==> src/core/usbsh_regs.svh <==
// Register offsets, fields, reset values and timing counts
`ifndef USBSH_REGS_SVH
`define USBSH_REGS_SVH
// ----------------------------------------------------------------
// Register byte offsets
// ----------------------------------------------------------------
`define USBSH_CTRL_OFS 4'h0
`define USBSH_FLAG_OFS 4'h4
`define USBSH_PWR_OFS 4'h8
`define USBSH_INLEN_OFS 4'hC
// ----------------------------------------------------------------
// Field positions
// ----------------------------------------------------------------
`define USBSH_CTRL_MOD_EN 0
`define USBSH_CTRL_EPI_EN 1
`define USBSH_CTRL_EPO_EN 2
`define USBSH_FLAG_SETUP 0
`define USBSH_FLAG_BUS_POWER_PIN 1
`define USBSH_FLAG_DETERR 2
`define USBSH_FLAG_TXACT 3
`define USBSH_PWR_REG_EN 0
`define USBSH_PWR_DET_EN 1
// ----------------------------------------------------------------
// Reset values and timing
// ----------------------------------------------------------------
`define USBSH_PWR_RST 8'h00
`define USBSH_CLK_NS 20
`define USBSH_HAZ_NS 83
`define USBSH_HAZ_CYC ((`USBSH_HAZ_NS + `USBSH_CLK_NS - 1) / `USBSH_CLK_NS)
`endif

==> src/core/usbsh_pkg.sv <==
// Types for the setup handshake block
package usbsh_pkg;
  typedef struct packed {
    logic mod_en;
    logic epi_en;
    logic epo_en;
    logic flag;
    logic irq;
    logic clr_pend;
    logic [2:0] guard;
    logic [7:0] pwr;
    logic det_err;
    logic reg_on;
    logic [7:0] in_len;
    logic [7:0] tx_cnt;
    logic tx_act;
    logic nak;
    logic wait_n;
    logic [31:0] rdata;
    logic vs1;
    logic vs2;
    logic vs3;
    logic bus_power_pin_lvl;
    logic bf1;
    logic bf2;
    logic bf3;
    logic bf_lvl;
  } usbsh_state_t;
endpackage

==> src/core/usbsh_top.sv <==
// Control endpoint setup handshake with hazard guard and recovery
//
// Behaviour
// - SETUP token sets setup_pending_flag and raises the USB interrupt.
// - While setup_pending_flag is set, an IN token is NAKed if the IN endpoint is enabled and no transmission is active.
// - Flag clear during second CRC bit must never cause endless sending.
// - The hazard window is the second CRC bit plus an 83 ns guard rounded up to 5 cycles; clears there defer.
// - Clearing module enable clears the setup flag, pending clear and IN length, and ends transmission.
// - Writing zero to usb_power_control disables regulators, clears error; a fault set in the same cycle wins.
// - Read-only bus_power_pin_valid_flag shows a valid bus_power_pin supply.
// - With endpoint_zero_enable off, flag clear leaves token state alone.
//
// The Avalon-MM slave port and the register addresses were chosen for this implementation.
`timescale 1ns/1ps
`include "usbsh_regs.svh"
module usbsh_top
  import usbsh_pkg::*;
(
  // Clock and reset
  input wire logic CORE_CLK,
  input wire logic SYS_RST,
  // Avalon-MM slave
  input wire logic [3:0] AVS_ADDRESS,
  input wire logic AVS_READ,
  input wire logic AVS_WRITE,
  input wire logic [31:0] AVS_WRITEDATA,
  output logic [31:0] AVS_READDATA,
  output logic AVS_WAITREQUEST,
  // Token decoder, same clock
  input wire logic TOK_SETUP,
  input wire logic TOK_IN,
  input wire logic TOK_IN_CRC2,
  input wire logic TX_BYTE_SENT,
  // Pins from outside
  input wire logic BUS_POWER_PIN,
  input wire logic DET_FAULT_PIN,
  // Link and power outputs
  output logic TX_NAK,
  output logic TX_ACTIVE,
  output logic USB_IRQ,
  output logic USB_REGULATOR_OUTPUT
);
  localparam logic [2:0] HAZ_CYC = 3'(`USBSH_HAZ_CYC);

  usbsh_state_t s_r;
  usbsh_state_t s_nxt;
  logic wr_acc;
  logic rd_acc;
  logic ep_on;
  logic clr_req;
  logic in_hazard;

  always_comb begin
    wr_acc = AVS_WRITE && !s_r.wait_n;
    rd_acc = AVS_READ && !s_r.wait_n;
    ep_on = s_r.epi_en || s_r.epo_en;
    clr_req = wr_acc && (AVS_ADDRESS == `USBSH_FLAG_OFS)
      && AVS_WRITEDATA[`USBSH_FLAG_SETUP];
    in_hazard = TOK_IN_CRC2 || (s_r.guard != 3'h0);
  end

  always_comb begin
    s_nxt = s_r;
    s_nxt.nak = 1'b0;
    // ------------------------------------------------------------
    // Pin synchronisers
    // ------------------------------------------------------------
    s_nxt.vs1 = BUS_POWER_PIN;
    s_nxt.vs2 = s_r.vs1;
    s_nxt.vs3 = s_r.vs2;
    if (s_r.vs2 == s_r.vs3) begin
      s_nxt.bus_power_pin_lvl = s_r.vs3;
    end
    s_nxt.bf1 = DET_FAULT_PIN;
    s_nxt.bf2 = s_r.bf1;
    s_nxt.bf3 = s_r.bf2;
    if (s_r.bf2 == s_r.bf3) begin
      s_nxt.bf_lvl = s_r.bf3;
    end
    // ------------------------------------------------------------
    // Hazard window guard
    // ------------------------------------------------------------
    if (TOK_IN_CRC2) begin
      s_nxt.guard = HAZ_CYC;
    end else if (s_r.guard != 3'h0) begin
      s_nxt.guard = s_r.guard - 3'h1;
    end
    // ------------------------------------------------------------
    // Setup pending flag
    // ------------------------------------------------------------
    if (clr_req) begin
      if (ep_on && in_hazard) begin
        s_nxt.clr_pend = 1'b1;
      end else begin
        s_nxt.flag = 1'b0;
      end
    end else if (s_r.clr_pend && !in_hazard) begin
      s_nxt.flag = 1'b0;
      s_nxt.clr_pend = 1'b0;
    end
    if (TOK_SETUP && s_r.mod_en && ep_on) begin
      s_nxt.flag = 1'b1;
      s_nxt.clr_pend = 1'b0;
    end
    // ------------------------------------------------------------
    // IN token answer and bounded transmission
    // ------------------------------------------------------------
    if (TOK_IN && s_r.mod_en && s_r.epi_en && !s_r.tx_act) begin
      if (s_r.flag || s_r.in_len == 8'h00) begin
        s_nxt.nak = 1'b1;
      end else begin
        s_nxt.tx_act = 1'b1;
        s_nxt.tx_cnt = s_r.in_len;
        s_nxt.in_len = 8'h00;
      end
    end
    if (s_r.tx_act && TX_BYTE_SENT) begin
      s_nxt.tx_cnt = s_r.tx_cnt - 8'h01;
      if (s_r.tx_cnt == 8'h01) begin
        s_nxt.tx_act = 1'b0;
      end
    end
    // ------------------------------------------------------------
    // Register bus
    // ------------------------------------------------------------
    s_nxt.wait_n = !((AVS_READ || AVS_WRITE) && s_r.wait_n);
    if (wr_acc) begin
      if (AVS_ADDRESS == `USBSH_CTRL_OFS) begin
        s_nxt.mod_en = AVS_WRITEDATA[`USBSH_CTRL_MOD_EN];
        s_nxt.epi_en = AVS_WRITEDATA[`USBSH_CTRL_EPI_EN];
        s_nxt.epo_en = AVS_WRITEDATA[`USBSH_CTRL_EPO_EN];
      end else if (AVS_ADDRESS == `USBSH_PWR_OFS) begin
        s_nxt.pwr = AVS_WRITEDATA[7:0];
        if (AVS_WRITEDATA[7:0] == 8'h00) begin
          s_nxt.det_err = 1'b0;
        end
      end else if (AVS_ADDRESS == `USBSH_INLEN_OFS) begin
        s_nxt.in_len = AVS_WRITEDATA[7:0];
      end
    end
    // Fault set wins over a clearing write
    if (s_r.bf_lvl && (s_r.pwr != 8'h00)) begin
      s_nxt.det_err = 1'b1;
    end
    s_nxt.rdata = 32'h0000_0000;
    if (s_r.wait_n && AVS_READ) begin
      if (AVS_ADDRESS == `USBSH_CTRL_OFS) begin
        s_nxt.rdata[`USBSH_CTRL_MOD_EN] = s_r.mod_en;
        s_nxt.rdata[`USBSH_CTRL_EPI_EN] = s_r.epi_en;
        s_nxt.rdata[`USBSH_CTRL_EPO_EN] = s_r.epo_en;
      end else if (AVS_ADDRESS == `USBSH_FLAG_OFS) begin
        s_nxt.rdata[`USBSH_FLAG_SETUP] = s_r.flag;
        s_nxt.rdata[`USBSH_FLAG_BUS_POWER_PIN] = s_r.bus_power_pin_lvl
          && s_r.pwr[`USBSH_PWR_DET_EN] && !s_r.det_err;
        s_nxt.rdata[`USBSH_FLAG_DETERR] = s_r.det_err;
        s_nxt.rdata[`USBSH_FLAG_TXACT] = s_r.tx_act;
      end else if (AVS_ADDRESS == `USBSH_PWR_OFS) begin
        s_nxt.rdata[7:0] = s_r.pwr;
      end else if (AVS_ADDRESS == `USBSH_INLEN_OFS) begin
        s_nxt.rdata[7:0] = s_r.in_len;
      end
    end
    // ------------------------------------------------------------
    // Module disable returns the setup flag, IN length and transmission state to idle
    // ------------------------------------------------------------
    if (!s_nxt.mod_en) begin
      s_nxt.flag = 1'b0;
      s_nxt.clr_pend = 1'b0;
      s_nxt.tx_act = 1'b0;
      s_nxt.tx_cnt = 8'h00;
      s_nxt.in_len = 8'h00;
      s_nxt.nak = 1'b0;
    end
    s_nxt.irq = s_nxt.flag;
    s_nxt.reg_on = s_nxt.pwr[`USBSH_PWR_REG_EN] && !s_nxt.det_err;
  end

  always_ff @(posedge CORE_CLK) begin
    if (SYS_RST) begin
      s_r <= '0;
      s_r.pwr <= `USBSH_PWR_RST;
      s_r.wait_n <= 1'b1;
    end else begin
      s_r <= s_nxt;
    end
  end

  assign AVS_READDATA = s_r.rdata;
  assign AVS_WAITREQUEST = s_r.wait_n;
  assign TX_NAK = s_r.nak;
  assign TX_ACTIVE = s_r.tx_act;
  assign USB_IRQ = s_r.irq;
  assign USB_REGULATOR_OUTPUT = s_r.reg_on;

  logic ctrl_wr;
  assign ctrl_wr = wr_acc && (AVS_ADDRESS == `USBSH_CTRL_OFS);
endmodule

==> config.mk <==
export PLATFORM = sky130hd
export DESIGN_NAME = usbsh_top
export DESIGN_NICKNAME = d
export VERILOG_FILES = /design/src/core/usbsh_pkg.sv /design/src/core/usbsh_top.sv
export VERILOG_INCLUDE_DIRS = /design/src /design/src/core
export SDC_FILE = /design/constraint.sdc
export NUM_CORES = 1
export LEC_CHECK = 0
export BUFFER_PORTS_ARGS = -buffer_cell sky130_fd_sc_hd__buf_2
export CAP_MARGIN = 25
export CORE_MARGIN = 2
export CORE_UTILIZATION = 50
export CTS_CLUSTER_SIZE = 25
export DETAILED_ROUTE_END_ITERATION = 6
export PLACE_DENSITY = 0.79
export SLEW_MARGIN = 15
export SYNTH_ARGS = -nofsm -noshare
export SYNTH_HDL_FRONTEND = slang
export SYNTH_SLANG_ARGS = --single-unit
==> constraint.sdc <==
create_clock -name CORE_CLK -period 4.54 [get_ports CORE_CLK]
set_input_delay 0.908 -clock CORE_CLK [delete_from_list [all_inputs] [get_ports CORE_CLK]]
set_output_delay 0.908 -clock CORE_CLK [all_outputs]
set_load 0.01 [all_outputs]
==> impl_metrics.ini, run 1 <==
[sta]
max_freq_ghz = 0.4655
final-hold-violation-count = 0
clock_skew_ns = 0.009048
tns_ns = 0
slew_viol_final = 0
rsz0062_at_grt = false
tightest_slew_ns = 0.6715
min_period_over_period_pct = 47.32
relSlewSlack_pct = 54.82
period_minus_slack_ns = 2.148
finalSetupViolCount = 0

[clock_network]
ctsLongestPathBuffers = 2
clk_latency_ns = 0.32
holdBufCountCts = 0
cts_sinks = 53
root_buffer = clkbuf_8
cts_resized = 0
cts_buffers = 5
clk_pin_slew_ns = 0.10
post_cts_buffers = 0
htreeDepth = 2
cts_tree = done

[pwr]
p_leak_nw = 1.030
p_int_mw = 0.7131
clockPowerShare_pct = 41.7
p_seq_share_pct = 51.8
netSwitchingFraction_pct = 22.07
power_switching_mw = 0.2019
power.density_nw_per_um2 = 339.8
ir_drop_mv = 0.1969
p_comb_share_pct = 6.5
totalPowerFinal_mw = 0.9150

[layout]
fin_nets = 361
register_area_um2 = 1061
area_growth_pct = 8.358
antenna_cells = 0
drive_above_1_share_pct = 16.72
multiInputGateArea_um2 = 1199
fillCellCount = 445

[die]
design.die.area_um2 = 5550
die_h_um = 74.50
initial_utilization_pct = 52.26
core_region_area_um2 = 4755
io-pin-count = 83
fp.dieW_um = 74.50
std_cell_rows = 25

[min_path]
min_path_cells = 1
hold_path_class = register to register
hold_start = s_nxt[2]$_SDFF_PP0_
holdPathEnd = s_nxt[1]$_SDFF_PP0_

[run]
cap_violations = 0

[logic_synthesis]
ys_ff_latch = 53
syn-cell-area_um2 = 2485
yosysWarnings = 0
netlist_top_cells_area = dfxtp_1, buf_4, a21oi_1, nand3_1, nand2_1
ys_seq_area_share_pct = 42.70
yosysTopAreaCellShare_pct = 42.70
synth_edf_count = 0
synth_top_area_cell = dfxtp_1
synthFlopType = dfxtp_1
yosysMostFrequentCell = dfxtp_1
postSynthAreaPerCell_um2 = 8.658
ys_top_cells_by_count = dfxtp_1, a21oi_1, buf_4
ys_async_sr_fraction_pct = 0
synth_cells = 287
yosysUniqueCellTypes = 44

[setup_path]
r2r_end = s_r[43]$_SDFFE_PP0P_
r2r_start = s_r[53]$_SDFF_PP0_
reg2reg_depth = 4
cp-end-kind = register
r2r_slack_ns = 2.54
path_max_fanout = 12
critical_path_required_ns = 4.74
crit_path_start_kind = input port
critPathKind = input port to register
arrival_ns = 2.34

[route]
drtPass1Iterations = 4
first_iter_violations = 145
via_per_inst = 5.323
wire_per_inst_um = 12.90
post-route-drc-count = 0
wl_um = 4875
vias = 2012
antenna_left = 0

[grt]
grt_pass1_vias = 1735
grt_util_all_layers_pct = 18.93
antenna_found_initial = 0
grt_pass1_wl_um = 8031
overflow = 0
grt_max_degree = 26

[placed_design]
numPortBuffers = 34
gp_congestion = 0.7575
dp.final_hpwl_um = 3558

[run_status]
status = finished clean
-- sequential cells by signal, summed over array words and instances, names as in the netlist --
name,flops
s_r,36
AVS_READDATA,8
s_nxt,4
AVS_WAITREQUEST,1
TX_ACTIVE,1
TX_NAK,1
USB_IRQ,1
USB_REGULATOR_OUTPUT,1
-- worst max path at each step --
stage	start	to	slack, ns	cells after the start
3_5_place_dp	AVS_ADDRESS[3]	USB_REGULATOR_OUTPUT$_SDFF_PP0_	2.06	5
4_1_cts	AVS_ADDRESS[3]	USB_REGULATOR_OUTPUT$_SDFF_PP0_	2.39	5
3_3_place_gp	AVS_ADDRESS[3]	USB_REGULATOR_OUTPUT$_SDFF_PP0_	2.06	5
2_1_floorplan	AVS_ADDRESS[1]	s_r[72]$_SDFFE_PP0P_	2.43	5
5_1_grt	AVS_ADDRESS[3]	USB_REGULATOR_OUTPUT$_SDFF_PP0_	2.23	5
6_report	AVS_ADDRESS[3]	USB_REGULATOR_OUTPUT$_SDFF_PP0_	2.39	5
-- cells in the final DEF (no fill, tap or decap), types with 3 or more instances in the layout --
master / synthesis / final
buf_2: 3 / 34
inv_1: 7 / 7
clkbuf_8: 0 / 5
o211ai_1: 4 / 4
nand3_1: 24 / 24
nand2_1: 26 / 26
dfxtp_1: 53 / 53
nor2_1: 20 / 20
ha_1: 5 / 5
nor2b_1: 12 / 12
o21ai_0: 5 / 5
mux2i_1: 5 / 5
a21oi_1: 35 / 35
nor4_1: 8 / 8
conb_1: 1 / 24
nor3_1: 6 / 6
o311ai_0: 3 / 3
-- kinds of logic after synthesis --
kind of cell             Yosys count  share of synthesized area, %
AND/OR/NAND/NOR                  111                         23.26
XOR/XNOR                           1                        0.3525
flip-flops                        53                         42.70
adder cells (fa/ha/maj)            5                         2.518
buffers and inverters             50                         12.54
AO/OA/AOI/OAI                     58                         14.20
multiplexers                       8                         4.280
other                              1                        0.1509
-- layer usage --
metal / GRT usage (%) / part of all wire, % / wire length, um
met3: 4.607 / 6.4 / 312
met5: 0 / 0 / 0
met4: 6.548 / 1.3 / 63
met2: 29.50 / 46 / 2240
met1: 25.76 / 46 / 2259
-- power by group through the flow --
stage          logic [mW]  registers [mW]  clock network, mW
3_3_place_gp       0.0575           0.485                  0
4_1_cts            0.0593           0.474              0.386
2_1_floorplan      0.0536           0.484                  0
3_5_place_dp       0.0591           0.485                  0
6_report           0.0591           0.474              0.382
5_1_grt            0.0682           0.475              0.402
-- stage by stage --
stage                     cell area [um2]  hold WS [ns]  utilization, %  std cells  setup WS [ns]
after detailed placement             2555        0.4246           53.74        370          2.063
final                                2693        0.4458           56.63        378          2.392
after CTS                            2693        0.4483           56.63        378          2.391
after global placement               2555        0.4166           53.74        370          2.058
after global routing                 2693        0.4543           56.63        378          2.231
after floorplan                      2571        0.4138               -        310          2.434
-- cell type report --
| class | count | share of cell area, % |
|---|---|---|
| clock buffers | 5 | 2.556 |
| clock inverters | 3 | 2.556 |
| inverters | 7 | 0.9758 |
| multi-input cells | 207 | 44.52 |
| flip-flops and latches | 53 | 39.41 |
| well taps | 67 | 3.113 |
| repair buffers | 36 | 6.877 |
-- critical path, stage by stage --
cell and delay, ns:
buf_2 0.21, nor2b_1 0.55, nand2_1 0.34, mux2i_1 0.26
nor3b_1 0.07
Note: power is estimated with default switching activity, not from simulation.
==> inputs of run 2 (changes only) <==
--- a/config.mk
+++ b/config.mk
@@ -9,10 +9,10 @@
 export BUFFER_PORTS_ARGS = -buffer_cell sky130_fd_sc_hd__buf_2
 export CAP_MARGIN = 25
 export CORE_MARGIN = 2
-export CORE_UTILIZATION = 50
+export CORE_UTILIZATION = 45
 export CTS_CLUSTER_SIZE = 25
 export DETAILED_ROUTE_END_ITERATION = 6
-export PLACE_DENSITY = 0.79
+export PLACE_DENSITY = 0.75
 export SLEW_MARGIN = 15
 export SYNTH_ARGS = -nofsm -noshare
 export SYNTH_HDL_FRONTEND = slang
==> constraint.sdc (replaced) <==
create_clock -name CORE_CLK -period 1.85 [get_ports CORE_CLK]
set_input_delay 0.37 -clock CORE_CLK [delete_from_list [all_inputs] [get_ports CORE_CLK]]
set_output_delay 0.37 -clock CORE_CLK [all_outputs]
set_load 0.01 [all_outputs]
==> run 2 against run 1 <==
  * Die area rose by 11%
  * Clock-buffer cell count is 2 higher
  * Sequential power up 140%
  * Non-clock buffer count up 10
  * Clock power rose by 63%
  * Design area is 1.1% higher
  * Utilization fell by 6.3 points
  * Critical path type is now register to register
  * Highest routed layer unchanged
==> impl_metrics.ini, run 2 (synthesis results as in run 1) <==
[min_path]
hold_path_class = input port to register
min_path_cells = 2
hold_start = AVS_READ
holdPathEnd = AVS_WAITREQUEST$_SDFF_PP1_

[die]
design.die.area_um2 = 6132
core_region_area_um2 = 5405
die_h_um = 78.31
std_cell_rows = 27
fp.dieW_um = 78.31
initial_utilization_pct = 45.97
io-pin-count = 83

[layout]
largest_register_ffs = 36
layout_commonest_cell = dfxtp_1
fillCellCount = 538
drive_above_1_share_pct = 19.00
antenna_cells = 0
final_cell_mix = dfxtp_1, a21oi_1, buf_2
fin_nets = 371
multiInputGateArea_um2 = 1201
register_area_um2 = 1061
area_growth_pct = 9.567
regMostFlops = s_r
finalNonFillerCells = 393
utilization_pct = 50.37
stdcell_area_um2 = 2723

[placed_design]
dp_cells = 385
dp.final_hpwl_um = 3797
numPortBuffers = 34
dpl_cell_area_um2 = 2636
gp_congestion = 0.8272
pre_cts_ws_ns = 0.1388

[clock_network]
ctsLongestPathBuffers = 2
cts_sinks = 53
htreeDepth = 2
cts_buffers = 5
clk_latency_ns = 0.30
post_cts_buffers = 0
clk_pin_slew_ns = 0.09
root_buffer = clkbuf_8
cts_tree = done

[pwr]
power.density_nw_per_um2 = 712.5
ir_drop_mv = 0.3779
totalPowerFinal_mw = 1.940
p_leak_nw = 1.047

[setup_path]
critical_path_required_ns = 2.08
reg2reg_depth = 5
cpPeakStageDelay_ns = 0.44
cp-end-kind = register
critPathKind = register to register
path_cells = nor4_1, a211o_1, buf_4, nand3_1, a21oi_1
slowest_stage = nor4_1
path_delay_family = compound AO/OA/AOI/OAI gates
r2r_end = s_r[55]$_SDFF_PP0_
crit_buf_inv = 1
r2r_start = s_r[53]$_SDFF_PP0_
path_max_fanout = 10
arrival_ns = 1.93
crit_path_start_kind = register
r2r_slack_ns = 0.15

[route]
antenna_left = 0
wire_per_inst_um = 12.70
wl_um = 4992
first_iter_violations = 94
drtPass1Iterations = 4
via_per_inst = 5.204
post-route-drc-count = 0
vias = 2045

[grt]
grt_util_all_layers_pct = 17.11
grt_max_degree = 24
grt_pass1_wl_um = 8349
grt_pass1_vias = 1787
antenna_found_initial = 0
overflow = 0

[sta]
holdWs_ns = 0.2645
final-hold-violation-count = 0
max_freq_ghz = 0.5878
period_minus_slack_ns = 1.701
slew_viol_final = 0
tns_ns = 0
finalSetupViolCount = 0
tightest_slew_ns = 0.5462
min_period_over_period_pct = 91.96
relSlewSlack_pct = 63.52
clock_skew_ns = 0.008595
setup_ws_ns = 0.1487
rsz0062_at_grt = false

[run]
cap_violations = 0

[run_status]
status = finished clean
## run 2: cell count changes in the layout (fill, tap and decap cells not counted), sizes merged
cell | previous run | this run
buf | 36 | 46
inv | 8 | 7
clkbuf | 5 | 7
clkinvlp | 0 | 1
bufinv | 2 | 0
## run 2: area by class of cell
class                   instances  share of cell area, %
inverters                       7                 0.9651
well taps                      72                  3.309
repair buffers                 46                  9.559
multi-input cells             207                  44.12
flip-flops and latches         53                  38.97
clock inverters                 1                 0.2757
clock buffers                   7                  2.803
## run 2: how the worst max path moves through the flow
stage                          from  slack [ns]                   end  depth (start not counted)
2_1_floorplan  s_r[45]$_SDFFE_PP0P_        0.21  s_r[50]$_SDFFE_PP0P_                          5
3_3_place_gp         AVS_ADDRESS[1]        0.16    s_r[56]$_SDFF_PP0_                          6
3_5_place_dp         AVS_ADDRESS[1]        0.14    s_r[55]$_SDFF_PP0_                          6
4_1_cts          s_r[53]$_SDFF_PP0_        0.14    s_r[55]$_SDFF_PP0_                          5
5_1_grt          s_r[53]$_SDFF_PP0_        0.02    s_r[51]$_SDFF_PP0_                          5
6_report         s_r[53]$_SDFF_PP0_        0.15    s_r[55]$_SDFF_PP0_                          5
## run 2: metal layers
layer,part of all wire (%),GRT usage [%],wire length (um),vias up
li1,-,-,-,1025
met1,47,22.91,2350,947
met2,45,26.81,2239,64
met3,6.2,4.253,309,9
met4,1.9,6.140,93,0
met5,0,0,0,-
## run 2: timing repair
item / CTS / global route
resized for setup: 0 / 1
hold buffers: 0 / 0
setup endpoints to repair: 0 / 1
## run 2: power by group
part,internal (mW),total (mW),switching (mW)
clock,0.268,0.622,0.354
combinational,0.0577,0.155,0.0969
sequential,1.15,1.16,0.00893
==> inputs of run 3 (changes only) <==
--- a/config.mk
+++ b/config.mk
@@ -9,10 +9,12 @@
 export BUFFER_PORTS_ARGS = -buffer_cell sky130_fd_sc_hd__buf_2
 export CAP_MARGIN = 25
 export CORE_MARGIN = 2
-export CORE_UTILIZATION = 45
+export CORE_UTILIZATION = 47
+export CTS_BUF_LIST = sky130_fd_sc_hd__clkbuf_2 sky130_fd_sc_hd__clkbuf_4 sky130_fd_sc_hd__clkbuf_8
 export CTS_CLUSTER_SIZE = 25
 export DETAILED_ROUTE_END_ITERATION = 6
-export PLACE_DENSITY = 0.75
+export PLACE_DENSITY = 0.78
+export SETUP_SLACK_MARGIN = 0.2
 export SLEW_MARGIN = 15
 export SYNTH_ARGS = -nofsm -noshare
 export SYNTH_HDL_FRONTEND = slang
==> run 3 against run 2 <==
  * Register-to-register slack better by 0.10 ns
  * Clock skew is 0.0037 ns lower
  * Critical endpoint is now s_r[50]$_SDFFE_PP0P_
  * Clock power is 32% higher
  * Largest cell class unchanged
  * Critical path depth is 1 lower
  * Fmax is 6.5% higher
  * Worst setup slack better by 0.10 ns
  * Via count is 3.0% higher
  * Highest routed layer unchanged
  * Largest power group unchanged
  * Routed wire length is 6.8% higher
  * Sequential share of layout area is 1.5 points lower
  * Die area is 4.0% lower
==> impl_metrics.ini, run 3 (synthesis results as in run 1) <==
[run]
cap_violations = 0

[sta]
holdWs_ns = 0.2684
slew_viol_final = 0
period_minus_slack_ns = 1.598
rsz0062_at_grt = false
min_period_over_period_pct = 86.36
finalSetupViolCount = 0
max_freq_ghz = 0.6259
tns_ns = 0
setup_ws_ns = 0.2523
final-hold-violation-count = 0
clock_skew_ns = 0.004935

[setup_path]
cp-end-kind = register
critical_path_required_ns = 2.09
path_max_fanout = 6
critPathKind = register to register
crit_path_start_kind = register
cpPeakStageDelay_ns = 0.51
r2r_start = s_r[45]$_SDFFE_PP0P_
arrival_ns = 1.84
critPathLaunch = s_r[45]$_SDFFE_PP0P_
r2r_slack_ns = 0.25
reg2reg_depth = 4
path_cells = or3_1, or4_4, a2bb2oi_2, a21oi_2
slowest_stage = or4_4
endpoint = s_r[50]$_SDFFE_PP0P_
r2r_end = s_r[50]$_SDFFE_PP0P_

[run_status]
status = finished clean

[die]
io-pin-count = 83
fp.dieW_um = 76.71
initial_utilization_pct = 48.65
core_region_area_um2 = 5107
design.die.area_um2 = 5884
die_h_um = 76.71
std_cell_rows = 26

[placed_design]
dpl_cell_area_um2 = 2649
numPortBuffers = 34
dp_cells = 385
pre_cts_ws_ns = 0.09390
gp_congestion = 0.8056
dp.final_hpwl_um = 3751

[clock_network]
ctsLongestPathBuffers = 2
clk_pin_slew_ns = 0.10
root_buffer = clkbuf_8
cts_sinks = 53
cts_tree = done
cts_buffers = 5
clk_latency_ns = 0.30
htreeDepth = 2

[layout]
layout_commonest_cell = dfxtp_1
final_cell_mix = dfxtp_1, a21oi_1, buf_2
antenna_cells = 0
drive_above_1_share_pct = 23.31
finalNonFillerCells = 396
largest_register_ffs = 36
stdcell_area_um2 = 2840
area_growth_pct = 14.30
utilization_pct = 55.61
fin_nets = 376
regMostFlops = s_r

[route]
drtPass1Iterations = 4
wire_per_inst_um = 13.46
via_per_inst = 5.321
post-route-drc-count = 0
first_iter_violations = 152
wl_um = 5331
vias = 2107
antenna_left = 0

[pwr]
totalPowerFinal_mw = 2.144
ir_drop_mv = 0.4679
p_leak_nw = 1.104
power.density_nw_per_um2 = 754.9

[grt]
antenna_found_initial = 0
overflow = 0
grt_pass1_vias = 1932
met3_usage_pct = 4.118
grt_util_met2_pct = 28.51
busiest_layer = met2
grt_pass1_wl_um = 8625
met1_usage_pct = 23.81
grt_util_all_layers_pct = 18.15
grt_max_degree = 24

[min_path]
hold_start = BUS_POWER_PIN
hold_path_class = input port to register
==> run 3: metal layers <==
metal / vias up / wire length, um
met2: 83 / 2492
met3: 9 / 404
met5: - / 0
met4: 0 / 76
met1: 984 / 2358
li1: 1031 / -
==> run 3: timing repair <==
item,in CTS,in global routing
gates resized for setup,3,9
hold buffers,0,0
buffers inserted,0,3
setup endpoints to repair,10,18
pin swaps,0,2
==> run 3: worst min path at each step <==
stage          slack [ns]  depth (start not counted)                         end
5_1_grt              0.29                          2  AVS_WAITREQUEST$_SDFF_PP1_
2_1_floorplan        0.41                          1         s_nxt[1]$_SDFF_PP0_
3_3_place_gp         0.42                          1         s_nxt[5]$_SDFF_PP0_
3_5_place_dp         0.43                          1         s_nxt[5]$_SDFF_PP0_
4_1_cts              0.26                          2  AVS_WAITREQUEST$_SDFF_PP1_
6_report             0.27                          2         s_nxt[6]$_SDFF_PP0_
==> run 3: worst max-delay path, delay by kind of cell (launching register included) <==
kind / cells / cell delay (ns)
flops: 1 / 0.35
compound gates: 2 / 0.27
simple gates: 2 / 0.92
==> run 3: cell type report <==
type,instances,area (um2)
Inverter,7,26.28
Sequential cell,53,1064
Tap cell,70,87.58
Timing Repair Buffer,51,297.8
Multi-Input combinational cell,207,1245
Fill cell,474,2267
Clock buffer,6,82.58
Clock inverter,2,37.54
==> run 3: where the power goes <==
part	switching (mW)	internal [mW]	total (mW)
Clock	0.378	0.440	0.818
Combinational	0.100	0.0621	0.162
Sequential	0.00895	1.15	1.16
Total	0.487	1.66	2.14
